[config.mk]
export PLATFORM = sky130hd
export DESIGN_NAME = bkrc_top
export DESIGN_NICKNAME = d
export VERILOG_FILES = /design/src/bkrc_pkg.sv /design/src/bkrc_top.sv
export VERILOG_INCLUDE_DIRS = /design/src /design/src/src
export SDC_FILE = /design/constraint.sdc
export NUM_CORES = 1
export LEC_CHECK = 0
export BUFFER_PORTS_ARGS = -buffer_cell sky130_fd_sc_hd__buf_2
export CAP_MARGIN = 10
export CORE_AREA = 10 10 192 149
export DETAILED_ROUTE_END_ITERATION = 8
export DIE_AREA = 0 0 202 159
export GPL_ROUTABILITY_DRIVEN = 0
export GPL_TIMING_DRIVEN = 0
export SLEW_MARGIN = 10
export SYNTH_ARGS = -nofsm -noshare
export SYNTH_HDL_FRONTEND = slang
export SYNTH_SLANG_ARGS = --single-unit
[constraint.sdc]
create_clock -name ref_clk_i -period 5.72 [get_ports ref_clk_i]
set_input_delay 0.572 -clock ref_clk_i [delete_from_list [all_inputs] [get_ports ref_clk_i]]
set_output_delay 0.572 -clock ref_clk_i [all_outputs]
set_load 0.005 [all_outputs]
[src/bkrc_consts.svh]
// constants for the buck regulator configuration block
`ifndef BKRC_CONSTS_SVH
`define BKRC_CONSTS_SVH
`define BKRC_A_NORM     8'h20
`define BKRC_A_STBY     8'h21
`define BKRC_A_SLEEP    8'h22
`define BKRC_A_MODE     8'h23
`define BKRC_A_CONF     8'h24
`define BKRC_B_NORM     8'h2E
`define BKRC_B_STBY     8'h2F
`define BKRC_B_SLEEP    8'h30
`define BKRC_B_MODE     8'h31
`define BKRC_B_CONF     8'h32
`define BKRC_T_NORM     8'h35
`define BKRC_T_STBY     8'h36
`define BKRC_T_SLEEP    8'h37
`define BKRC_T_MODE     8'h38
`define BKRC_T_CONF     8'h39
`define BKRC_C_FIRST    8'h3C
`define BKRC_C_LAST     8'h40
`define BKRC_MODE_RST   4'h8
`define BKRC_FREQ_1M    2'h0
`define BKRC_FREQ_2M    2'h1
`define BKRC_FREQ_4M    2'h2
`define BKRC_FREQ_RSV   2'h3
`define BKRC_PH_0       2'h0
`define BKRC_PH_90      2'h1
`define BKRC_PH_180     2'h2
`define BKRC_PH_270     2'h3
`define BKRC_TOPO_ONE   2'h1
`define BKRC_TOPO_TWO   2'h3
`define BKRC_CONF_DVS   6
`define BKRC_CONF_PH    4
`define BKRC_CONF_FREQ  2
`define BKRC_CONF_CURRENT_LIMIT  0
`define BKRC_MV_A_BASE  16'd700
`define BKRC_MV_A_STEP  16'd25
`define BKRC_CODE_LIN   5'd29
`define BKRC_CODE_30    5'h1E
`define BKRC_MV_B_30    16'd1450
`define BKRC_MV_B_31    16'd1475
`define BKRC_MV_A_30    16'd1800
`define BKRC_MV_A_31    16'd3300
`define BKRC_MV_T_BASE  16'd1500
`define BKRC_MV_T_STEP  16'd50
`define BKRC_MV_H_0     16'd2500
`define BKRC_MV_H_1     16'd2800
`define BKRC_MV_H_2     16'd2850
`define BKRC_MV_H_3     16'd3000
`define BKRC_MV_H_4     16'd3100
`define BKRC_MV_H_5     16'd3150
`define BKRC_MV_H_6     16'd3200
`define BKRC_MV_H_7     16'd3300
`define BKRC_PER_1M     5'h1F
`define BKRC_PER_2M     5'h0F
`define BKRC_PER_4M     5'h07
`define BKRC_QCNT_MAX   5'd31
`endif

[src/bkrc_pkg.sv]
// types for the buck regulator configuration block
package bkrc_pkg;
    typedef enum logic [1:0] {BKRC_NORMAL, BKRC_STANDBY, BKRC_SLEEP}
        bkrc_opmode_e;
    typedef struct packed {
        logic [4:0] norm;
        logic [4:0] stby;
        logic [4:0] sleep;
        logic [3:0] mode;
        logic       voltage_scaling_speed;
        logic [1:0] phase;
        logic [1:0] freq;
    } bkrc_pair_s;
    typedef struct packed {
        logic [2:0] norm;
        logic [2:0] stby;
        logic [2:0] sleep;
        logic [3:0] mode;
        logic       voltage_scaling_speed;
        logic [1:0] phase;
        logic [1:0] freq;
        logic [1:0] current_limit;
    } bkrc_two_s;
    typedef struct packed {
        bkrc_pair_s a;
        bkrc_pair_s b;
        bkrc_two_s  t;
        logic [4:0] qcnt;
        logic       loaded;
        logic [7:0] rdata;
    } bkrc_state_s;
    typedef struct packed {
        logic [15:0] mv;
        logic [3:0]  mode;
        logic [1:0]  freq;
        logic [1:0]  phase;
        logic        voltage_scaling_speed;
        logic        enable;
    } bkrc_reg_out_s;
endpackage

[src/bkrc_top.sv]
// buck regulator configuration register bank and clock phase logic
//
// Function
// - phase code picks 0, 90, 90, 270 degrees
// - reset phases: pair 0, buck two 90
// - frequency code 1, 2 default, 4 MHz
// - any phase usable with any frequency
// - topology fuse: 01 single, 11 independent
// - single phase uses first half settings only
// - independent halves use their own settings
// - pair codes 0-29 are 700mV plus 25mV
// - codes 30, 31 differ per half
// - each half has normal, standby, sleep points
// - default voltage fuses share set-point encoding
// - buck two low range 1.5V plus 50mV
// - buck two high range table lookup
// - writes cannot change buck two range
// - buck two has three set-point fields
// - first half registers at 0x20-0x24
// - second half registers at 0x2E-0x32
// - buck two registers at 0x35-0x39
// - all registers reached over control bus
// - third buck block occupies 0x3C-0x40
`timescale 1ns/100ps
`include "bkrc_consts.svh"
module bkrc_top
    import bkrc_pkg::*;
#(
    parameter int QCNT_W = 5
)(
    input  wire logic          ref_clk_i,     // 100 MHz clock
    input  wire logic          resetn_i,      // async reset, low
    input  wire logic          wr_i,          // register write strobe
    input  wire logic          rd_i,          // register read strobe
    input  wire logic [7:0]    addr_i,        // register address
    input  wire logic [7:0]    wdata_i,       // write data
    output logic [7:0]         rdata_o,       // read data, registered
    output logic               rvalid_o,      // read data valid pulse
    input  wire logic [1:0]    topo_fuse_i,   // pair topology fuse
    input  wire logic          range_fuse_i,  // buck two range fuse
    input  wire logic [4:0]    a_dflt_fuse_i, // half a default code
    input  wire logic [4:0]    b_dflt_fuse_i, // half b default code
    input  wire logic [2:0]    t_dflt_fuse_i, // buck two default code
    input  wire logic          fuse_load_i,   // fuse copy pulse
    input  wire logic [1:0]    opmode_i,      // normal/standby/sleep
    output bkrc_reg_out_s      a_out_o,       // half a / combined
    output bkrc_reg_out_s      b_out_o,       // half b
    output bkrc_reg_out_s      t_out_o,       // buck two
    output logic [2:0]         sw_clk_o,      // a, b, two switch clocks
    output logic               single_o       // pair single phase
);
    bkrc_state_s st;
    bkrc_state_s next_st;
    logic        rvalid;
    logic [1:0]  opm_q1;
    logic [1:0]  opm_q2;
    logic        single;
    logic [2:0]  next_clk;
    logic [2:0]  clk_q;

    function automatic logic [1:0] fix_freq(input logic [1:0] f);
        fix_freq = (f == `BKRC_FREQ_RSV) ? `BKRC_FREQ_2M : f;
    endfunction

    // quarter index of the wave edge for a phase code; code 10 stays 90
    function automatic logic [1:0] ph_q(input logic [1:0] p);
        unique case (p)
            `BKRC_PH_0:   ph_q = 2'h0;
            `BKRC_PH_90:  ph_q = 2'h1;
            `BKRC_PH_180: ph_q = 2'h1;
            `BKRC_PH_270: ph_q = 2'h3;
        endcase
    endfunction

    // one switch clock from the common timebase, any phase with any freq
    function automatic logic sw_wave(input logic [4:0] q,
                                     input logic [1:0] f,
                                     input logic [1:0] p);
        logic [4:0] per;
        logic [4:0] sh;
        per = 5'h0;
        sh  = 5'h0;
        // timebase counts 4 MHz eighths; 1 MHz is 32 slots
        unique case (fix_freq(f))
            `BKRC_FREQ_1M:
            begin
                per = `BKRC_PER_1M;
                sh  = {ph_q(p), 3'h0};
            end
            `BKRC_FREQ_4M:
            begin
                per = `BKRC_PER_4M;
                sh  = {2'h0, ph_q(p), 1'h0};
            end
            default:
            begin
                per = `BKRC_PER_2M;
                sh  = {1'h0, ph_q(p), 2'h0};
            end
        endcase
        sw_wave = ((q - sh) & per) <= (per >> 1);
    endfunction

    function automatic logic [15:0] pair_mv(input logic [4:0] c,
                                           input logic first);
        if (c <= `BKRC_CODE_LIN)
            pair_mv = `BKRC_MV_A_BASE + `BKRC_MV_A_STEP * {11'h0, c};
        else if (c == `BKRC_CODE_30)
            pair_mv = first ? `BKRC_MV_A_30 : `BKRC_MV_B_30;
        else
            pair_mv = first ? `BKRC_MV_A_31 : `BKRC_MV_B_31;
    endfunction

    function automatic logic [15:0] two_mv(input logic [2:0] c,
                                          input logic hi);
        logic [15:0] tab [8];
        tab = '{`BKRC_MV_H_0, `BKRC_MV_H_1, `BKRC_MV_H_2, `BKRC_MV_H_3,
                `BKRC_MV_H_4, `BKRC_MV_H_5, `BKRC_MV_H_6, `BKRC_MV_H_7};
        if (hi)
            two_mv = tab[c];
        else
            two_mv = `BKRC_MV_T_BASE + `BKRC_MV_T_STEP * {13'h0, c};
    endfunction

    function automatic logic [4:0] pick5(input bkrc_pair_s r,
                                         input logic [1:0] m);
        unique case (m)
            BKRC_STANDBY: pick5 = r.stby;
            BKRC_SLEEP:   pick5 = r.sleep;
            default:      pick5 = r.norm;
        endcase
    endfunction

    function automatic logic [2:0] pick3(input bkrc_two_s r,
                                         input logic [1:0] m);
        unique case (m)
            BKRC_STANDBY: pick3 = r.stby;
            BKRC_SLEEP:   pick3 = r.sleep;
            default:      pick3 = r.norm;
        endcase
    endfunction

    function automatic logic [7:0] conf_pair(input bkrc_pair_s r);
        conf_pair = {1'h0, r.voltage_scaling_speed, r.phase, r.freq, 2'h0};
    endfunction

    assign single = (topo_fuse_i == `BKRC_TOPO_ONE);

    always_comb
    begin
        next_st = st;
        next_st.qcnt = st.qcnt + 5'h1;
        // fuse copy once after reset; defaults share run-time encoding
        if (fuse_load_i && !st.loaded)
        begin
            next_st.loaded  = 1'h1;
            next_st.a.norm  = a_dflt_fuse_i;
            next_st.b.norm  = b_dflt_fuse_i;
            next_st.t.norm  = t_dflt_fuse_i;
        end
        // range never stored: the fuse alone decides it
        if (wr_i)
        begin
            unique case (addr_i)
                `BKRC_A_NORM:  next_st.a.norm  = wdata_i[4:0];
                `BKRC_A_STBY:  next_st.a.stby  = wdata_i[4:0];
                `BKRC_A_SLEEP: next_st.a.sleep = wdata_i[4:0];
                `BKRC_A_MODE:  next_st.a.mode  = wdata_i[3:0];
                `BKRC_A_CONF:
                begin
                    next_st.a.voltage_scaling_speed   = wdata_i[`BKRC_CONF_DVS];
                    next_st.a.phase = wdata_i[`BKRC_CONF_PH +: 2];
                    next_st.a.freq  = fix_freq(wdata_i[`BKRC_CONF_FREQ +: 2]);
                end
                `BKRC_B_NORM:  next_st.b.norm  = wdata_i[4:0];
                `BKRC_B_STBY:  next_st.b.stby  = wdata_i[4:0];
                `BKRC_B_SLEEP: next_st.b.sleep = wdata_i[4:0];
                `BKRC_B_MODE:  next_st.b.mode  = wdata_i[3:0];
                `BKRC_B_CONF:
                begin
                    next_st.b.voltage_scaling_speed   = wdata_i[`BKRC_CONF_DVS];
                    next_st.b.phase = wdata_i[`BKRC_CONF_PH +: 2];
                    next_st.b.freq  = fix_freq(wdata_i[`BKRC_CONF_FREQ +: 2]);
                end
                `BKRC_T_NORM:  next_st.t.norm  = wdata_i[2:0];
                `BKRC_T_STBY:  next_st.t.stby  = wdata_i[2:0];
                `BKRC_T_SLEEP: next_st.t.sleep = wdata_i[2:0];
                `BKRC_T_MODE:  next_st.t.mode  = wdata_i[3:0];
                `BKRC_T_CONF:
                begin
                    next_st.t.voltage_scaling_speed   = wdata_i[`BKRC_CONF_DVS];
                    next_st.t.phase = wdata_i[`BKRC_CONF_PH +: 2];
                    next_st.t.freq  = fix_freq(wdata_i[`BKRC_CONF_FREQ +: 2]);
                    next_st.t.current_limit  = wdata_i[`BKRC_CONF_CURRENT_LIMIT +: 2];
                end
                default: ;
            endcase
        end
        next_st.rdata = 8'h00;
        // third buck range is not decoded here; its reads fall to the zero default
        if (rd_i)
        begin
            unique case (addr_i)
                `BKRC_A_NORM:  next_st.rdata = {3'h0, st.a.norm};
                `BKRC_A_STBY:  next_st.rdata = {3'h0, st.a.stby};
                `BKRC_A_SLEEP: next_st.rdata = {3'h0, st.a.sleep};
                `BKRC_A_MODE:  next_st.rdata = {4'h0, st.a.mode};
                `BKRC_A_CONF:  next_st.rdata = conf_pair(st.a);
                `BKRC_B_NORM:  next_st.rdata = {3'h0, st.b.norm};
                `BKRC_B_STBY:  next_st.rdata = {3'h0, st.b.stby};
                `BKRC_B_SLEEP: next_st.rdata = {3'h0, st.b.sleep};
                `BKRC_B_MODE:  next_st.rdata = {4'h0, st.b.mode};
                `BKRC_B_CONF:  next_st.rdata = conf_pair(st.b);
                `BKRC_T_NORM:  next_st.rdata = {5'h0, st.t.norm};
                `BKRC_T_STBY:  next_st.rdata = {5'h0, st.t.stby};
                `BKRC_T_SLEEP: next_st.rdata = {5'h0, st.t.sleep};
                `BKRC_T_MODE:  next_st.rdata = {4'h0, st.t.mode};
                `BKRC_T_CONF:
                    next_st.rdata = {1'h0, st.t.voltage_scaling_speed, st.t.phase,
                                     st.t.freq, st.t.current_limit};
                default:       next_st.rdata = 8'h00;
            endcase
        end
    end

    always_ff @(posedge ref_clk_i or negedge resetn_i)
    begin
        if (!resetn_i)
        begin
            st         <= '0;
            st.a.mode  <= `BKRC_MODE_RST;
            st.b.mode  <= `BKRC_MODE_RST;
            st.t.mode  <= `BKRC_MODE_RST;
            st.a.freq  <= `BKRC_FREQ_2M;
            st.b.freq  <= `BKRC_FREQ_2M;
            st.t.freq  <= `BKRC_FREQ_2M;
            st.a.phase <= `BKRC_PH_0;
            st.b.phase <= `BKRC_PH_0;
            st.t.phase <= `BKRC_PH_90;
            rvalid     <= 1'h0;
            opm_q1     <= 2'h0;
            opm_q2     <= 2'h0;
            clk_q      <= 3'h0;
        end
        else
        begin
            st     <= next_st;
            rvalid <= rd_i;
            opm_q1 <= opmode_i;
            opm_q2 <= opm_q1;
            clk_q  <= next_clk;
        end
    end

    // in single phase both halves switch off the first half's settings
    logic [1:0] ch_freq  [3];
    logic [1:0] ch_phase [3];

    assign ch_freq[0]  = st.a.freq;
    assign ch_phase[0] = st.a.phase;
    assign ch_freq[1]  = single ? st.a.freq : st.b.freq;
    assign ch_phase[1] = single ? st.a.phase : st.b.phase;
    assign ch_freq[2]  = st.t.freq;
    assign ch_phase[2] = st.t.phase;

    for (genvar ch = 0; ch < 3; ch++)
    begin : g_sw_clk
        assign next_clk[ch] = sw_wave(st.qcnt, ch_freq[ch], ch_phase[ch]);
    end

    always_comb
    begin
        a_out_o.mv     = pair_mv(pick5(st.a, opm_q2), 1'h1);
        a_out_o.mode   = st.a.mode;
        a_out_o.freq   = st.a.freq;
        a_out_o.phase  = st.a.phase;
        a_out_o.voltage_scaling_speed    = st.a.voltage_scaling_speed;
        a_out_o.enable = 1'h1;
        // second half idles in single phase; its registers stay readable
        b_out_o.mv     = pair_mv(pick5(single ? st.a : st.b, opm_q2),
                                 single);
        b_out_o.mode   = single ? st.a.mode : st.b.mode;
        b_out_o.freq   = ch_freq[1];
        b_out_o.phase  = ch_phase[1];
        b_out_o.voltage_scaling_speed    = single ? st.a.voltage_scaling_speed : st.b.voltage_scaling_speed;
        b_out_o.enable = !single;
        t_out_o.mv     = two_mv(pick3(st.t, opm_q2), range_fuse_i);
        t_out_o.mode   = st.t.mode;
        t_out_o.freq   = st.t.freq;
        t_out_o.phase  = st.t.phase;
        t_out_o.voltage_scaling_speed    = st.t.voltage_scaling_speed;
        t_out_o.enable = 1'h1;
    end

    assign rdata_o  = st.rdata;
    assign rvalid_o = rvalid;
    assign sw_clk_o = clk_q;
    assign single_o = single;
endmodule // bkrc_top

==> Yosys cells after proc, flatten, opt, wreduce, memory -nomap -nowiden <==
Memories as Yosys holds them, arrays and structs flattened.
Index checks and enable logic that the tools add are counted.
Widths: inputs -> output; s select.
{ "word_totals": {"output_inout_bits": 91, "reg_bits": 90, "n_memories": 1, "wordCells": 161, "input_bits": 39, "romBits": 128} }
{ "classes": {"n_addsub": 7, "mul": 3, "bitwise": 4, "n_lt_le_gt_ge": 6, "n_eq_ne": 36, "n_mux": 51, "n_reduce_logical": 24} }
{ "mem_list": {"columns": ["memory", "words", "word_bits", "read_ports", "rd_ports_with_merged_regs", "wr", "line_no", "text"], "rows": [
  ["(name not given)", 8, 16, 1, 0, 0, "bkrc_top.sv:120", "two_mv = tab[c];"]
]} }
{ "op_table": {"columns": ["op", "count"], "rows": [
  ["$eq 8x6->1 const B", 15],
  ["$pmux 7 s15", 1],
  ["$pmux 5 s2", 8],
  ["$mux 68", 1],
  ["$mux 12", 5],
  ["$mux 5", 10],
  ["$mux 16", 3],
  ["$eq 2x2->1 const B", 14],
  ["$mux 24", 1],
  ["$reduce_and 2->1", 12],
  ["$add 10x10->11 const A", 2],
  ["$mul 5x5->10 const A", 2],
  ["$pmux 2 s3", 3],
  ["$mux 4", 4],
  ["$and 5x5->5", 3],
  ["$le 5x4->1", 3],
  ["$sub 5x5->5", 3],
  ["$mux 7", 2],
  ["$add 11x9->12 const A", 1],
  ["$logic_not 2->1", 6],
  ["$mux 2", 6],
  ["$mux 3", 4],
  ["$eq 2x1->1 const B", 5],
  ["$eq 5x5->1 const B", 2],
  ["11 further kinds", 15]
]} }

==> Logic depth before layout (Yosys ltp) <==
Gate-level depths: netlist of run 1.
{ "logic_depth": {"ltp_word": 9, "depth_mapped": 20, "ltp_nobuf": 17} }

==> Worst setup path after synthesis of run 1 <==
Ideal clock, no wire load.
{ "synth_path": {"path_kind": "reg-to-output", "from": "register opm_q2[0]", "to": "output b_out_o[20] (netlist name)", "arrival_ns": 4.211, "slack_ns": 0.937, "path_stages_with_launch": 18, "path_buffers": 3, "required_ns": 5.148, "path_cell_list": "dfrtp_1 > inv_1 > ha_1 > buf_2 > buf_4 > buf_1 > o21ai_0 > nand2_1 > o21ai_0 > fa_1 > ha_1 > ha_1 > fa_1 > a21o_1 > a21oi_1 > nand2b_1 > and3b_1 > o21ai_1"} }
{ "synth_rtl": {"columns": ["item", "line_no", "text"], "rows": [
  ["from (decl)", "bkrc_top.sv:56", "logic [1:0] opm_q2;"],
  ["from (signal assigned)", "bkrc_top.sv:250", "opm_q2 <= opm_q1;"],
  ["to (decl)", "bkrc_top.sv:47", "output bkrc_reg_out_s b_out_o,"]
]} }

==> report_table.html, run 1 <==
<table>
<tr><th>Metric</th><th>Value</th></tr>
<tr><th colspan="2">Clock tree</th></tr>
<tr><td>Clock transition at the registers of the reported paths</td><td>0.07 ns</td></tr>
<tr><td>Clock latency reported for the late side of the worst-skew pair</td><td>0.35 ns</td></tr>
<tr><td>Total clock sinks</td><td>89</td></tr>
<tr><td>Clock Root Buffer</td><td>clkbuf_16</td></tr>
<tr><td>Setup fix buffers added after clock tree synthesis</td><td>0</td></tr>
<tr><td>Clock tree from TritonCTS</td><td>built</td></tr>
<tr><td>Maximum clock path buffer count</td><td>2</td></tr>
<tr><td>TritonCTS buffer count</td><td>9</td></tr>
<tr><td>CTS H-tree lvls</td><td>3</td></tr>
<tr><th colspan="2">Setup path</th></tr>
<tr><td>Critical path fanouts, max</td><td>10</td></tr>
<tr><td>Family with the most delay on the worst path</td><td>adder cells</td></tr>
<tr><td>CP startpoint kind</td><td>flop</td></tr>
<tr><td>Worst setup EP type</td><td>primary output</td></tr>
<tr><td>Delay of the slowest critical-path stage</td><td>0.53 ns</td></tr>
<tr><td>Max stage delay cell, worst path</td><td>fa_1</td></tr>
<tr><td>WS Path Type</td><td>reg2out</td></tr>
<tr><td>Critical path buffer and inverter count</td><td>5</td></tr>
<tr><td>CP Data Arrival Time</td><td>4.82 ns</td></tr>
<tr><td>Data required time of the worst path</td><td>around 5.2 ns</td></tr>
<tr><td>Cells traversed along the worst timing path</td><td>inv_1 -&gt; ha_1 -&gt; buf_2 -&gt; buf_4 -&gt; buf_2 -&gt; nand2_1 -&gt; o21ai_0 -&gt; nand2_1 -&gt; o21ai_1 -&gt; ha_1 -&gt; fa_1 -&gt; fa_1 -&gt; fa_1 -&gt; a21o_1 -&gt; a21oi_2 -&gt; nand2b_1 -&gt; and3b_1 -&gt; o21ai_1 -&gt; buf_2</td></tr>
<tr><th colspan="2">STA</th></tr>
<tr><td>Hold violation count in the final report</td><td>0</td></tr>
<tr><td>Worst-Margin Slew</td><td>0.757 ns</td></tr>
<tr><td>Final min period</td><td>between 5 and 6 ns</td></tr>
<tr><td>Slew HR</td><td>49.5%</td></tr>
<tr><td>Share of the clock period used by the worst path after layout</td><td>around 94%</td></tr>
<tr><td>Final Setup Violations</td><td>0</td></tr>
<tr><td>RSZ-0062 raised after global routing</td><td>no</td></tr>
<tr><td>Count of final max-slew check failures</td><td>0</td></tr>
<tr><td>Accumulated negative setup slack</td><td>0 ns</td></tr>
<tr><td>Fmax</td><td>185 MHz</td></tr>
<tr><td>Layout Skew</td><td>0.00629 ns</td></tr>
<tr><th colspan="2">Floorplan</th></tr>
<tr><td>Overall die area</td><td>0.0321 mm^2</td></tr>
<tr><td>Die width</td><td>202 um</td></tr>
<tr><td>Starting density of the core</td><td>29.7%</td></tr>
<tr><td>Number of placed I/O pins</td><td>130</td></tr>
<tr><td>Height of the die</td><td>159 um</td></tr>
<tr><td>Area of the core</td><td>0.0247 mm^2</td></tr>
<tr><td>Number of core rows</td><td>50</td></tr>
<tr><th colspan="2">Final layout</th></tr>
<tr><td>Area occupied by multi-input gates</td><td>0.00447 mm^2</td></tr>
<tr><td>Sequential cell area</td><td>approximately 0.0022 mm^2</td></tr>
<tr><td>Finished Core Util</td><td>35.5%</td></tr>
<tr><td>Final #Nets</td><td>1032</td></tr>
<tr><td>Number of inserted filler cells in the final layout</td><td>2563</td></tr>
<tr><td>Final design instance area without fill</td><td>slightly below 0.009 mm^2</td></tr>
<tr><td>Layout area overhead</td><td>19.5%</td></tr>
<tr><td>Share of layout cells above drive strength 1</td><td>between 30 and 40%</td></tr>
<tr><td>Post-route non-filler standard cell count</td><td>about 1300</td></tr>
<tr><th colspan="2">Detailed routing</th></tr>
<tr><td>Wire length after detailed routing</td><td>22.4 mm</td></tr>
<tr><td>Mean number of vias per cell</td><td>4.81</td></tr>
<tr><td>Antenna-violating nets left</td><td>0</td></tr>
<tr><td>Routed WL per cell</td><td>17.8 um</td></tr>
<tr><td>Number of optimization iterations in the first detailed-route pass</td><td>5</td></tr>
<tr><td>Via count of the routed design</td><td>slightly above 6000</td></tr>
<tr><td>Final routed DRC violation total</td><td>0</td></tr>
<tr><td>Initial DRC Count</td><td>421</td></tr>
<tr><th colspan="2">Synthesis</th></tr>
<tr><td>Seq cells post-synth</td><td>89</td></tr>
<tr><td>EDFF count, synth</td><td>0</td></tr>
<tr><td>Yosys warns</td><td>0</td></tr>
<tr><td>Cells taking the most area after synthesis</td><td>dfrtp_1 (28%), ha_1 (12%), mux2_2 (9.1%)</td></tr>
<tr><td>Unique cell type count in the Yosys netlist</td><td>69</td></tr>
<tr><td>Share of synthesized area occupied by flip-flops and latches</td><td>30.5%</td></tr>
<tr><td>Avg Synthesized Cell Area</td><td>9.45 um^2</td></tr>
<tr><td>Post-Syn Area</td><td>0.00733 mm^2</td></tr>
<tr><td>Dominant synthesized flop cell</td><td>dfrtp_1</td></tr>
<tr><td>Area share of the largest cell type after synthesis</td><td>~28%</td></tr>
<tr><td>Most area-hungry cell type in the Yosys netlist</td><td>dfrtp_1</td></tr>
<tr><td>Proportion of register bits with asynchronous set or reset after synthesis</td><td>100%</td></tr>
<tr><td>Post-synth top cells</td><td>dfrtp_1 (82), nand2_1 (72), ha_1 (70), mux2_2 (59), inv_1 (57)</td></tr>
<tr><td>Most repeated cell in the gate-level netlist after synthesis</td><td>dfrtp_1</td></tr>
<tr><td>Synth Instances</td><td>776</td></tr>
<tr><th colspan="2">Flow run</th></tr>
<tr><td>Number of maximum-capacitance violations</td><td>0</td></tr>
<tr><th colspan="2">Min path</th></tr>
<tr><td>Classification of the worst-slack hold path</td><td>in2async</td></tr>
<tr><th colspan="2">Global routing</th></tr>
<tr><td>Via count of the first global-routing pass</td><td>between 5000 and 6000</td></tr>
<tr><td>GRT Resource Usage Total</td><td>a little over an eighth</td></tr>
<tr><td>Number of antenna violations at the first check in global routing</td><td>5</td></tr>
<tr><td>Gr ovfl total</td><td>0</td></tr>
<tr><td>First-pass GRT wire length</td><td>35.0 mm</td></tr>
<tr><td>Pin count of the biggest net entering global routing</td><td>55</td></tr>
<tr><th colspan="2">Power and ir drop</th></tr>
<tr><td>Cell-internal power</td><td>approximately 1.4 mW</td></tr>
<tr><td>Power density over cell area</td><td>~240 mW/mm^2</td></tr>
<tr><td>Part of the power in registers</td><td>33.3%</td></tr>
<tr><td>IR Drop Worst-Case VDD</td><td>between 0.0001 and 0.00015 V</td></tr>
<tr><td>Proportion of total power due to net switching</td><td>32.6%</td></tr>
<tr><td>Share of power burned in the clock network</td><td>between 30% and 40%</td></tr>
<tr><td>Switching power</td><td>689 uW</td></tr>
<tr><td>Cell leakage power</td><td>4.32 nW</td></tr>
<tr><td>Comb power frac</td><td>34.7%</td></tr>
<tr><th colspan="2">Placed design</th></tr>
<tr><td>Placed inst area</td><td>about 0.0084 mm^2</td></tr>
<tr><td>Input/output buffers</td><td>109</td></tr>
<tr><td>Cell total after placement</td><td>1238</td></tr>
<tr><td>Half-perimeter wire length after placement</td><td>17.8 mm</td></tr>
<tr><th colspan="2">Run status</th></tr>
<tr><td>Status</td><td>completed</td></tr>
</table>
==> registers in the layout, indices dropped and copies added, names as in the netlist <==
name and flops:
st 56, a_out_o 9, t_out_o 9, rdata_o 7
sw_clk_o 3, opm_q1 2, opm_q2 2, rvalid_o 1
==> worst reg2reg max path: stages, from the launching register on <==
cell and delay, ns:
dfstp_2 0.52, clkbuf_1 0.35, mux2i_1 0.29, inv_1 0.17, a211oi_1 0.07, ha_1 0.24, fa_1 0.51, inv_1 0.05
ha_1 0.26, nand2_1 0.04, o21ai_0 0.24, o21ai_0 0.11, a2bb2oi_1 0.17
==> kinds of logic (layout without fill, tap and decap cells) <==
logic type | count (synthesis) | in the layout | share of synthesized area (%)
flip-flops | 89 | 89 | 30.5
AND/OR/NAND/NOR | 200 | 200 | 13.1
buffers and inverters | 134 | 259 | 9.59
XOR/XNOR | 22 | 22 | 2.82
AO/OA/AOI/OAI | 153 | 153 | 14.4
adder cells (fa/ha/maj) | 83 | 83 | 15.5
other | 2 | 22 | 0.102
multiplexers | 93 | 93 | 14.0
==> cells in the final DEF (no fill, tap or decap), drive strengths merged, types with 26 or more instances in the layout <==
cell,instances
a21oi,26
buf,166
clkbuf,31
dfrtp,82
ha,70
inv,57
mux2,63
mux2i,30
nand2,72
nor2,51
o21ai,41
==> per-layer routing <==
metal / vias to the layer above / global-route usage (%) / wire length (um)
li1: 2933 / - / -
met2: 196 / 19.2 / 9310
met4: 0 / 2.86 / 280
met5: - / 0 / 0
met1: 2907 / 20.2 / 11300
met3: 21 / 3.78 / 1520
==> power groups by stage <==
stage          Sequential [mW]  Clock [mW]  Combinational [mW]
3_3_place_gp             0.714           0               0.720
6_report                 0.703       0.677               0.734
5_1_grt                  0.708       0.717               0.836
4_1_cts                  0.703       0.690               0.743
2_1_floorplan            0.700           0               0.469
3_5_place_dp             0.714           0               0.735
==> area by class of cell <==
class,count,share of cell area (%)
diodes,6,0.171
plain buffers,75,5.51
clock buffers,12,3.04
clock inverters,4,0.842
inverters,58,2.53
multi-input cells,567,51.0
flip-flops and latches,89,25.5
well taps,338,4.83
repair buffers,110,6.57
==> per-stage QoR <==
| step | total power [mW] | hold WS, ns | setup WS (ns) |
|---|---|---|---|
| floorplan | 1.17 | 0.276 | 0.937 |
| global placement | 1.43 | 0.334 | -0.0242 |
| detailed placement | 1.45 | 0.344 | -0.0906 |
| CTS | 2.14 | 0.204 | 0.0137 |
| global route | 2.26 | 0.235 | 0.0396 |
| finish | 2.11 | 0.193 | 0.327 |
==> timing repair <==
item | 4_1_cts | 5_1_grt
setup endpoints to repair | 3 | 3
resized for setup | 7 | 6
hold buffers | 0 | 0
==> final timing paths <==
kind,start,to,slack (ns),cells past startpoint
hold / removal,resetn_i,st[41],0.19,1
setup / recovery,opm_q2[0],b_out_o[20],0.33,19
max in group asynchronous,resetn_i,a_out_o[4],4.83,2
min in group ref_clk_i,opmode_i[0],opm_q1[0],0.32,1
setup reg to reg,a_out_o[4],sw_clk_o[1],2.61,12
hold reg to reg,opm_q1[1],opm_q2[1],0.35,0
Power figures use the tool's default switching activity.
==> inputs of run 2 (changes only) <==
- CORE_AREA: 10 10 192 149 -> 8 8 190 147
- DIE_AREA: 0 0 202 159 -> 0 0 198 155
==> run 2 against run 1 <==
  * Clock-buffer cell count is 3 lower
  * Global-route usage increased by 0.36 points
  * Flip-flop and latch count unchanged
  * Largest cell class unchanged
  * Routed wire length decreased by 2.4%
  * Clock power fell by 10%
  * Worst setup slack improved by 0.084 ns
  * Critical endpoint unchanged
  * Critical path depth is 2 higher
  * Sequential share of layout area increased by 0.12 points
  * Non-clock buffer count up 1
  * Clock skew increased by 0.0042 ns
==> report_table.html, run 2 (synthesized netlist as in run 1, its figures left out) <==
<table>
<tr><th>Metric</th><th>Value</th></tr>
<tr><th colspan="2">Run status</th></tr>
<tr><td>Status</td><td>completed</td></tr>
<tr><th colspan="2">Setup path</th></tr>
<tr><td>Critical path fanouts, max</td><td>10 (unchanged)</td></tr>
<tr><td>CP startpoint kind</td><td>flop</td></tr>
<tr><td>CP Data Arrival Time</td><td>4.74 ns (-0.08 ns)</td></tr>
<tr><td>WS Path Type</td><td>reg2out</td></tr>
<tr><td>Data required time of the worst path</td><td>5.15 ns (about the same)</td></tr>
<tr><td>Cells traversed along the worst timing path</td><td>inv_1 -&gt; ha_1 -&gt; buf_2 -&gt; buf_4 -&gt; buf_2 -&gt; nand2_1 -&gt; o21ai_2 -&gt; nand2_1 -&gt; o21ai_2 -&gt; ha_1 -&gt; inv_1 -&gt; ha_1 -&gt; inv_1 -&gt; fa_1 -&gt; fa_1 -&gt; a21o_1 -&gt; a21oi_1 -&gt; nand2b_1 -&gt; and3b_1 -&gt; o21ai_1 -&gt; buf_2</td></tr>
<tr><td>Worst setup EP type</td><td>primary output</td></tr>
<tr><td>Max stage delay cell, worst path</td><td>fa_1</td></tr>
<tr><td>Delay of the slowest critical-path stage</td><td>0.49 ns (-0.04 ns)</td></tr>
<tr><th colspan="2">Placed design</th></tr>
<tr><td>Input/output buffers</td><td>109 (unchanged)</td></tr>
<tr><td>Half-perimeter wire length after placement</td><td>17.3 mm (-2.9%)</td></tr>
<tr><td>Cell total after placement</td><td>1244 (+0.48%)</td></tr>
<tr><th colspan="2">Global routing</th></tr>
<tr><td>GRT Resource Usage Total</td><td>14.1% (+0.36 points)</td></tr>
<tr><td>First-pass GRT wire length</td><td>34.0 mm (-3.0%)</td></tr>
<tr><td>Via count of the first global-routing pass</td><td>5972 (+0.034%)</td></tr>
<tr><td>Number of antenna violations at the first check in global routing</td><td>6 (+1)</td></tr>
<tr><td>Pin count of the biggest net entering global routing</td><td>50 (-9.1%)</td></tr>
<tr><td>Gr ovfl total</td><td>0 (unchanged)</td></tr>
<tr><th colspan="2">Final layout</th></tr>
<tr><td>Post-route non-filler standard cell count</td><td>1261 (+0.16%)</td></tr>
<tr><td>Final #Nets</td><td>1033 (+0.097%)</td></tr>
<tr><td>Share of layout cells above drive strength 1</td><td>30.0% (-0.033 points)</td></tr>
<tr><td>Finished Core Util</td><td>34.6% (-0.86 points)</td></tr>
<tr><td>Number of inserted filler cells in the final layout</td><td>2634 (+2.8%)</td></tr>
<tr><td>Most common library cell in the layout ignoring fill and taps</td><td>buf_2</td></tr>
<tr><td>Layout area overhead</td><td>18.9%</td></tr>
<tr><td>Number of flip-flops in the largest register</td><td>56 (unchanged)</td></tr>
<tr><td>Highest-count cells in the layout ignoring fill and taps</td><td>buf_2 (116), dfrtp_1 (82), nand2_1 (72)</td></tr>
<tr><td>Register ranked first by flip-flop count</td><td>st</td></tr>
<tr><th colspan="2">Clock tree</th></tr>
<tr><td>Post-CTS Hold Fix Bufs</td><td>0 (unchanged)</td></tr>
<tr><td>CTS H-tree lvls</td><td>3 (unchanged)</td></tr>
<tr><td>Maximum clock path buffer count</td><td>2 (unchanged)</td></tr>
<tr><td>Clock tree from TritonCTS</td><td>built</td></tr>
<tr><td>Setup fix buffers added after clock tree synthesis</td><td>0 (unchanged)</td></tr>
<tr><td>Clock Root Buffer</td><td>clkbuf_16</td></tr>
<tr><td>TritonCTS buffer count</td><td>9 (unchanged)</td></tr>
<tr><td>Total clock sinks</td><td>89 (unchanged)</td></tr>
<tr><td>Clock transition at the registers of the reported paths</td><td>0.07 ns (about the same)</td></tr>
<tr><td>Clock latency reported for the late side of the worst-skew pair</td><td>0.35 ns (about the same)</td></tr>
<tr><th colspan="2">Detailed routing</th></tr>
<tr><td>Antenna-violating nets left</td><td>0 (unchanged)</td></tr>
<tr><td>Mean number of vias per cell</td><td>4.87 (+1.3%)</td></tr>
<tr><td>Initial DRC Count</td><td>549 (+30%)</td></tr>
<tr><td>Final routed DRC violation total</td><td>0 (unchanged)</td></tr>
<tr><td>Wire length after detailed routing</td><td>21.8 mm (-2.4%)</td></tr>
<tr><td>Number of optimization iterations in the first detailed-route pass</td><td>5 (unchanged)</td></tr>
<tr><td>Via count of the routed design</td><td>6143 (+1.4%)</td></tr>
<tr><td>Routed WL per cell</td><td>17.3 um (-2.5%)</td></tr>
<tr><th colspan="2">Power and ir drop</th></tr>
<tr><td>IR Drop Worst-Case VDD</td><td>0.000124 V (-11%)</td></tr>
<tr><td>Cell leakage power</td><td>4.30 nW (-0.33%)</td></tr>
<tr><td>Power density over cell area</td><td>233 mW/mm^2 (-3.5%)</td></tr>
<tr><td>Total design power</td><td>2.03 mW (-3.9%)</td></tr>
<tr><th colspan="2">Floorplan</th></tr>
<tr><td>Die width</td><td>198 um (-2.0%)</td></tr>
<tr><td>Area of the core</td><td>0.0252 mm^2 (+2.0%)</td></tr>
<tr><td>Starting density of the core</td><td>29.1% (-0.58 points)</td></tr>
<tr><td>Number of core rows</td><td>51 (+2.0%)</td></tr>
<tr><td>Overall die area</td><td>0.0307 mm^2 (-4.4%)</td></tr>
<tr><td>Height of the die</td><td>155 um (-2.5%)</td></tr>
<tr><td>Number of placed I/O pins</td><td>130 (unchanged)</td></tr>
<tr><th colspan="2">STA</th></tr>
<tr><td>Slew HR</td><td>51.9% (+2.4 points)</td></tr>
<tr><td>RSZ-0062 raised after global routing</td><td>no</td></tr>
<tr><td>Count of final max-slew check failures</td><td>0 (unchanged)</td></tr>
<tr><td>Final min period</td><td>5.31 ns (-0.0841 ns)</td></tr>
<tr><td>Hold violation count in the final report</td><td>0 (unchanged)</td></tr>
<tr><td>Worst-case hold slack</td><td>0.235 ns (+0.0416 ns)</td></tr>
<tr><td>Final Setup Violations</td><td>0 (unchanged)</td></tr>
<tr><td>Layout Skew</td><td>0.0105 ns (+0.00417 ns)</td></tr>
<tr><td>Share of the clock period used by the worst path after layout</td><td>92.8% (-1.5 points)</td></tr>
<tr><td>Worst-Margin Slew</td><td>0.721 ns (-0.0356 ns)</td></tr>
<tr><td>Accumulated negative setup slack</td><td>0 ns (unchanged)</td></tr>
<tr><td>Fmax</td><td>188 MHz (+1.6%)</td></tr>
<tr><th colspan="2">Flow run</th></tr>
<tr><td>Number of maximum-capacitance violations</td><td>0 (unchanged)</td></tr>
<tr><th colspan="2">Min path</th></tr>
<tr><td>Classification of the worst-slack hold path</td><td>in2async</td></tr>
</table>
==> run 2: cell types whose count changed in the layout (fill, tap and decap cells not counted), sizes merged <==
cell / change
bufinv: -1
clkbuf: -2
clkinv: +1
diode: -5
inv: +3
==> run 2: through the flow <==
step	instance area, um^2	worst slack [ns]
floorplan	7380	0.937
global placement	8360	-0.151
detailed placement	8390	-0.160
CTS	8700	0.0212
global route	8720	0.0881
finish	8720	0.412
==> run 2: power by group <==
part           switching, mW  leakage [nW]  internal [mW]
clock                  0.264         0.147          0.343
sequential            0.0351          1.15          0.668
combinational          0.384          3.00          0.335
total                  0.684          4.30           1.35
==> run 2: per-layer routing <==
metal | vias up | part of all wire, % | global-route usage, %
li1 | 2932 | - | -
met1 | 2981 | 50 | 20.3
met2 | 194 | 42 | 20.4
met3 | 26 | 6.6 | 3.99
met4 | 10 | 1.2 | 2.91
met5 | - | 0.25 | 0
==> run 2: worst paths after layout <==
path                       slack (ns)  depth (start not counted)         from          end
setup / recovery                 0.41                         21    opm_q2[0]  b_out_o[20]
max in group asynchronous        4.79                          2     resetn_i       st[42]
hold / removal                   0.23                          1     resetn_i  sw_clk_o[2]
min in group ref_clk_i           0.33                          1  opmode_i[1]    opm_q1[1]
setup reg to reg                 2.53                         12   a_out_o[4]  sw_clk_o[1]
hold reg to reg                  0.36                          0    opm_q1[1]    opm_q2[1]
==> run 2: worst max-delay path: cells and delay by family (launching register included) <==
kind	cells	cell delay, ns
fa+ha+maj	5	1.68
simple gates	4	0.52
compound gates	5	0.81
flops	1	0.36
buf+inv	7	1.03
==> run 2: final cells by class <==
class | instances | area, um^2 | area share (%)
plain buffers | 76 | 488 | 5.60
repair buffers | 110 | 576 | 6.60
clock inverters | 7 | 77.6 | 0.890
diodes | 1 | 2.50 | 0.0287
flip-flops and latches | 89 | 2240 | 25.6
well taps | 344 | 430 | 4.94
clock buffers | 9 | 225 | 2.58
inverters | 58 | 218 | 2.50
multi-input cells | 567 | 4470 | 51.2
==> run 2: repair_timing <==
action,in CTS,in global routing
pin swaps,0,0
setup endpoints to repair,3,3
endpoints found under the hold margin,0,0
gates resized for setup,4,9
==> inputs of run 3 (changes only) <==
- ABC_AREA: not set -> 1
==> run 3 against run 2 <==
  * Hold slack lost 0.044 ns
  * Clock power shrank 0.8%
  * Routed wire length grew 2.0%
  * Sequential share of layout area is essentially flat
  * First-iteration DRC count shrank 18%
  * Non-clock buffer count shrank 11
  * Critical endpoint unchanged
  * Largest cell class unchanged
==> report_table.html, run 3 <==
<table>
<tr><th>Metric</th><th>Value</th></tr>
<tr><th colspan="2">Synthesis</th></tr>
<tr><td>Cells taking the most area after synthesis</td><td>dfrtp_1 (28%), nand2_1 (13%), ha_1 (12%)</td></tr>
<tr><td>Unique cell type count in the Yosys netlist</td><td>44 (-36%)</td></tr>
<tr><td>Most repeated cell in the gate-level netlist after synthesis</td><td>nand2_1</td></tr>
<tr><td>Yosys warns</td><td>0 (unchanged)</td></tr>
<tr><td>Avg Synthesized Cell Area</td><td>7.33 um^2 (-22%)</td></tr>
<tr><td>EDFF count, synth</td><td>0 (unchanged)</td></tr>
<tr><td>Share of synthesized area occupied by flip-flops and latches</td><td>30.5% (about the same)</td></tr>
<tr><td>Proportion of register bits with asynchronous set or reset after synthesis</td><td>100% (unchanged)</td></tr>
<tr><td>Area share of the largest cell type after synthesis</td><td>28.0% (about the same)</td></tr>
<tr><td>Post-Syn Area</td><td>0.00733 mm^2 (about the same)</td></tr>
<tr><td>Dominant synthesized flop cell</td><td>dfrtp_1</td></tr>
<tr><td>Synth Instances</td><td>1000 (+29%)</td></tr>
<tr><td>Seq cells post-synth</td><td>89 (unchanged)</td></tr>
<tr><td>Post-synth top cells</td><td>nand2_1 (246), inv_1 (124), o21ai_0 (99), nand3_1 (88), nor2_1 (84)</td></tr>
<tr><td>Most area-hungry cell type in the Yosys netlist</td><td>dfrtp_1</td></tr>
<tr><th colspan="2">Floorplan</th></tr>
<tr><td>Starting density of the core</td><td>29.1% (about the same)</td></tr>
<tr><td>Area of the core</td><td>0.0252 mm^2 (unchanged)</td></tr>
<tr><td>Height of the die</td><td>155 um (unchanged)</td></tr>
<tr><td>Die width</td><td>198 um (unchanged)</td></tr>
<tr><td>Number of placed I/O pins</td><td>130 (unchanged)</td></tr>
<tr><td>Overall die area</td><td>0.0307 mm^2 (unchanged)</td></tr>
<tr><td>Number of core rows</td><td>51 (unchanged)</td></tr>
<tr><th colspan="2">Clock tree</th></tr>
<tr><td>CTS H-tree lvls</td><td>3 (unchanged)</td></tr>
<tr><td>Total clock sinks</td><td>89 (unchanged)</td></tr>
<tr><td>Clock tree from TritonCTS</td><td>built</td></tr>
<tr><td>TritonCTS buffer count</td><td>9 (unchanged)</td></tr>
<tr><td>Clock latency reported for the late side of the worst-skew pair</td><td>0.35 ns (about the same)</td></tr>
<tr><td>Setup fix buffers added after clock tree synthesis</td><td>0 (unchanged)</td></tr>
<tr><td>Clock transition at the registers of the reported paths</td><td>0.06 ns (about the same)</td></tr>
<tr><td>Maximum clock path buffer count</td><td>2 (unchanged)</td></tr>
<tr><td>Clock Root Buffer</td><td>clkbuf_16</td></tr>
<tr><th colspan="2">Final layout</th></tr>
<tr><td>Sequential cell area</td><td>0.00224 mm^2 (unchanged)</td></tr>
<tr><td>Finished Core Util</td><td>34.6% (-0.045 points)</td></tr>
<tr><td>Highest-count cells in the layout ignoring fill and taps</td><td>nand2_1 (246), inv_1 (123), buf_2 (119)</td></tr>
<tr><td>Final #Nets</td><td>1259 (+22%)</td></tr>
<tr><td>Number of inserted filler cells in the final layout</td><td>2687 (+2.0%)</td></tr>
<tr><td>Most common library cell in the layout ignoring fill and taps</td><td>nand2_1</td></tr>
<tr><td>Ant. Diodes</td><td>0 (-1)</td></tr>
<tr><td>Post-route non-filler standard cell count</td><td>1485 (+18%)</td></tr>
<tr><td>Number of flip-flops in the largest register</td><td>56 (unchanged)</td></tr>
<tr><td>Share of layout cells above drive strength 1</td><td>20.6% (-9.4 points)</td></tr>
<tr><td>Area occupied by multi-input gates</td><td>0.00423 mm^2 (-5.3%)</td></tr>
<tr><td>Register ranked first by flip-flop count</td><td>st</td></tr>
<tr><td>Layout area overhead</td><td>18.9% (about the same)</td></tr>
<tr><th colspan="2">STA</th></tr>
<tr><td>Slew HR</td><td>54.5% (+2.6 points)</td></tr>
<tr><td>Count of final max-slew check failures</td><td>0 (unchanged)</td></tr>
<tr><td>Setup slack of the critical path after layout</td><td>0.458 ns (+0.0460 ns)</td></tr>
<tr><td>Worst-Margin Slew</td><td>0.682 ns (-0.0390 ns)</td></tr>
<tr><td>Layout Skew</td><td>0.00687 ns (-0.00360 ns)</td></tr>
<tr><td>Final min period</td><td>5.26 ns (-0.0460 ns)</td></tr>
<tr><td>Hold violation count in the final report</td><td>0 (unchanged)</td></tr>
<tr><td>RSZ-0062 raised after global routing</td><td>no</td></tr>
<tr><td>Fmax</td><td>190 MHz (+0.87%)</td></tr>
<tr><td>Share of the clock period used by the worst path after layout</td><td>92.0% (-0.80 points)</td></tr>
<tr><td>Accumulated negative setup slack</td><td>0 ns (unchanged)</td></tr>
<tr><td>Final Setup Violations</td><td>0 (unchanged)</td></tr>
<tr><th colspan="2">Setup path</th></tr>
<tr><td>Critical path fanouts, max</td><td>10 (unchanged)</td></tr>
<tr><td>CP Data Arrival Time</td><td>4.69 ns (-0.05 ns)</td></tr>
<tr><td>Data required time of the worst path</td><td>5.15 ns (about the same)</td></tr>
<tr><td>CP startpoint kind</td><td>flop</td></tr>
<tr><td>Worst setup EP type</td><td>primary output</td></tr>
<tr><td>WS Path Type</td><td>reg2out</td></tr>
<tr><th colspan="2">Power and ir drop</th></tr>
<tr><td>IR Drop Worst-Case VDD</td><td>0.000117 V (-5.7%)</td></tr>
<tr><td>Cell leakage power</td><td>4.60 nW (+7.0%)</td></tr>
<tr><td>Power density over cell area</td><td>238 mW/mm^2 (+2.1%)</td></tr>
<tr><td>Total design power</td><td>2.07 mW (+2.0%)</td></tr>
<tr><th colspan="2">Global routing</th></tr>
<tr><td>First-pass GRT wire length</td><td>36.0 mm (+6.0%)</td></tr>
<tr><td>GRT Resource Usage Total</td><td>14.7% (+0.66 points)</td></tr>
<tr><td>Gr ovfl total</td><td>0 (unchanged)</td></tr>
<tr><td>Pin count of the biggest net entering global routing</td><td>55 (+10%)</td></tr>
<tr><td>Number of antenna violations at the first check in global routing</td><td>0 (-6)</td></tr>
<tr><td>Via count of the first global-routing pass</td><td>6614 (+11%)</td></tr>
<tr><th colspan="2">Detailed routing</th></tr>
<tr><td>Routed WL per cell</td><td>15.0 um (-13%)</td></tr>
<tr><td>Initial DRC Count</td><td>448 (-18%)</td></tr>
<tr><td>Mean number of vias per cell</td><td>4.56 (-6.5%)</td></tr>
<tr><td>Final routed DRC violation total</td><td>0 (unchanged)</td></tr>
<tr><td>Via count of the routed design</td><td>6766 (+10%)</td></tr>
<tr><td>Wire length after detailed routing</td><td>22.3 mm (+2.0%)</td></tr>
<tr><td>Number of optimization iterations in the first detailed-route pass</td><td>5 (unchanged)</td></tr>
<tr><td>Antenna-violating nets left</td><td>0 (unchanged)</td></tr>
<tr><th colspan="2">Flow run</th></tr>
<tr><td>Number of maximum-capacitance violations</td><td>0 (unchanged)</td></tr>
<tr><th colspan="2">Run status</th></tr>
<tr><td>Status</td><td>completed</td></tr>
<tr><th colspan="2">Placed design</th></tr>
<tr><td>Input/output buffers</td><td>111 (+1.8%)</td></tr>
<tr><td>Placement-stage worst setup slack</td><td>0.582 ns (+0.743 ns)</td></tr>
<tr><td>Half-perimeter wire length after placement</td><td>18.0 mm (+4.2%)</td></tr>
<tr><td>Cell total after placement</td><td>1470 (+18%)</td></tr>
<tr><th colspan="2">Min path</th></tr>
<tr><td>Classification of the worst-slack hold path</td><td>in2async</td></tr>
</table>
-- run 3: cell count changes after synthesis, moves of 11 or more --
| cell | previous run | this run |
|---|---|---|
| mux2_2 | 59 | 5 |
| clkbuf_1 | 20 | 5 |
| nand2_2 | 0 | 11 |
| nor2_1 | 51 | 84 |
| a21oi_1 | 25 | 12 |
| inv_1 | 57 | 124 |
| o21ai_0 | 37 | 99 |
| mux2i_1 | 30 | 0 |
| nand2_1 | 72 | 246 |
| a22oi_1 | 13 | 1 |
| nand3_1 | 22 | 88 |
| nor2b_1 | 11 | 0 |
-- run 3: timing repair --
item                       CTS  global route
gates resized for setup      0             6
hold buffers                 0             0
setup endpoints to repair    0             3
-- run 3: area by class of cell --
cell class / count / area share [%]
sequential: 89 / 25.7
timing repair buffer: 112 / 6.72
inverter: 132 / 5.69
clock inverter: 3 / 0.460
tap: 344 / 4.94
multi-input combinational: 730 / 48.6
buffer: 63 / 5.00
clock buffer: 12 / 2.94
-- run 3: path summary, 6_finish.rpt --
kind | start | end | slack (ns) | cells after the start
min in group ref_clk_i | opmode_i[1] | opm_q1[1] | 0.34 | 1
worst max-delay path | opm_q2[0] | b_out_o[20] | 0.46 | 23
worst min-delay path | resetn_i | sw_clk_o[2] | 0.19 | 1
worst max register to register | a_out_o[4] | sw_clk_o[1] | 2.77 | 16
worst min register to register | opm_q1[0] | opm_q2[0] | 0.35 | 0
max in group asynchronous | resetn_i | a_out_o[4] | 4.84 | 2
-- run 3: worst max-delay path, stage by stage (launching register included) --
cell	delay [ns]
dfrtp_1	0.35
inv_1	0.05
ha_1	0.42
inv_2	0.12
buf_6	0.16
buf_4	0.19
nand3_1	0.10
o21ai_2	0.06
inv_1	0.14
o21ai_2	0.20
inv_1	0.12
ha_1	0.30
inv_1	0.04
ha_1	0.26
inv_1	0.05
fa_1	0.53
fa_1	0.47
a21oi_1	0.15
o21ai_0	0.17
nand2_1	0.12
nand3b_1	0.07
o21ai_0	0.07
nand2_1	0.07
buf_2	0.13
-- run 3: per-stage QoR --
stage / hold slack [ns] / area (um^2)
3_5_place_dp: 0.339 / 8390
2_1_floorplan: 0.276 / 7380
6_report: 0.190 / 8710
3_3_place_gp: 0.334 / 8360
4_1_cts: 0.206 / 8690
5_1_grt: 0.219 / 8710
-- run 3: logic make-up (layout without fill, tap and decap cells) --
group | count (synthesis) | count (layout) | share of synthesized area (%)
xor+xnor | 16 | 16 | 1.91
fa+ha+maj | 83 | 83 | 15.5
mux | 5 | 5 | 0.769
simple gates | 455 | 455 | 26.6
flops | 89 | 89 | 30.5
buf+inv | 195 | 322 | 12.7
compound gates | 155 | 155 | 11.8
other cells | 2 | 16 | 0.103
-- run 3: power breakdown --
| group | internal [mW] | switching (mW) | leakage [nW] |
|---|---|---|---|
| clock network | 0.359 | 0.243 | 0.148 |
| logic | 0.324 | 0.449 | 3.31 |
| registers | 0.668 | 0.0277 | 1.14 |
-- run 3: routing by layer --
layer | GRT usage, % | part of all wire, %
met2 | 23.3 | 44
met5 | 0 | 0
met3 | 2.70 | 5.7
met1 | 20.5 | 48
met4 | 3.51 | 1.6
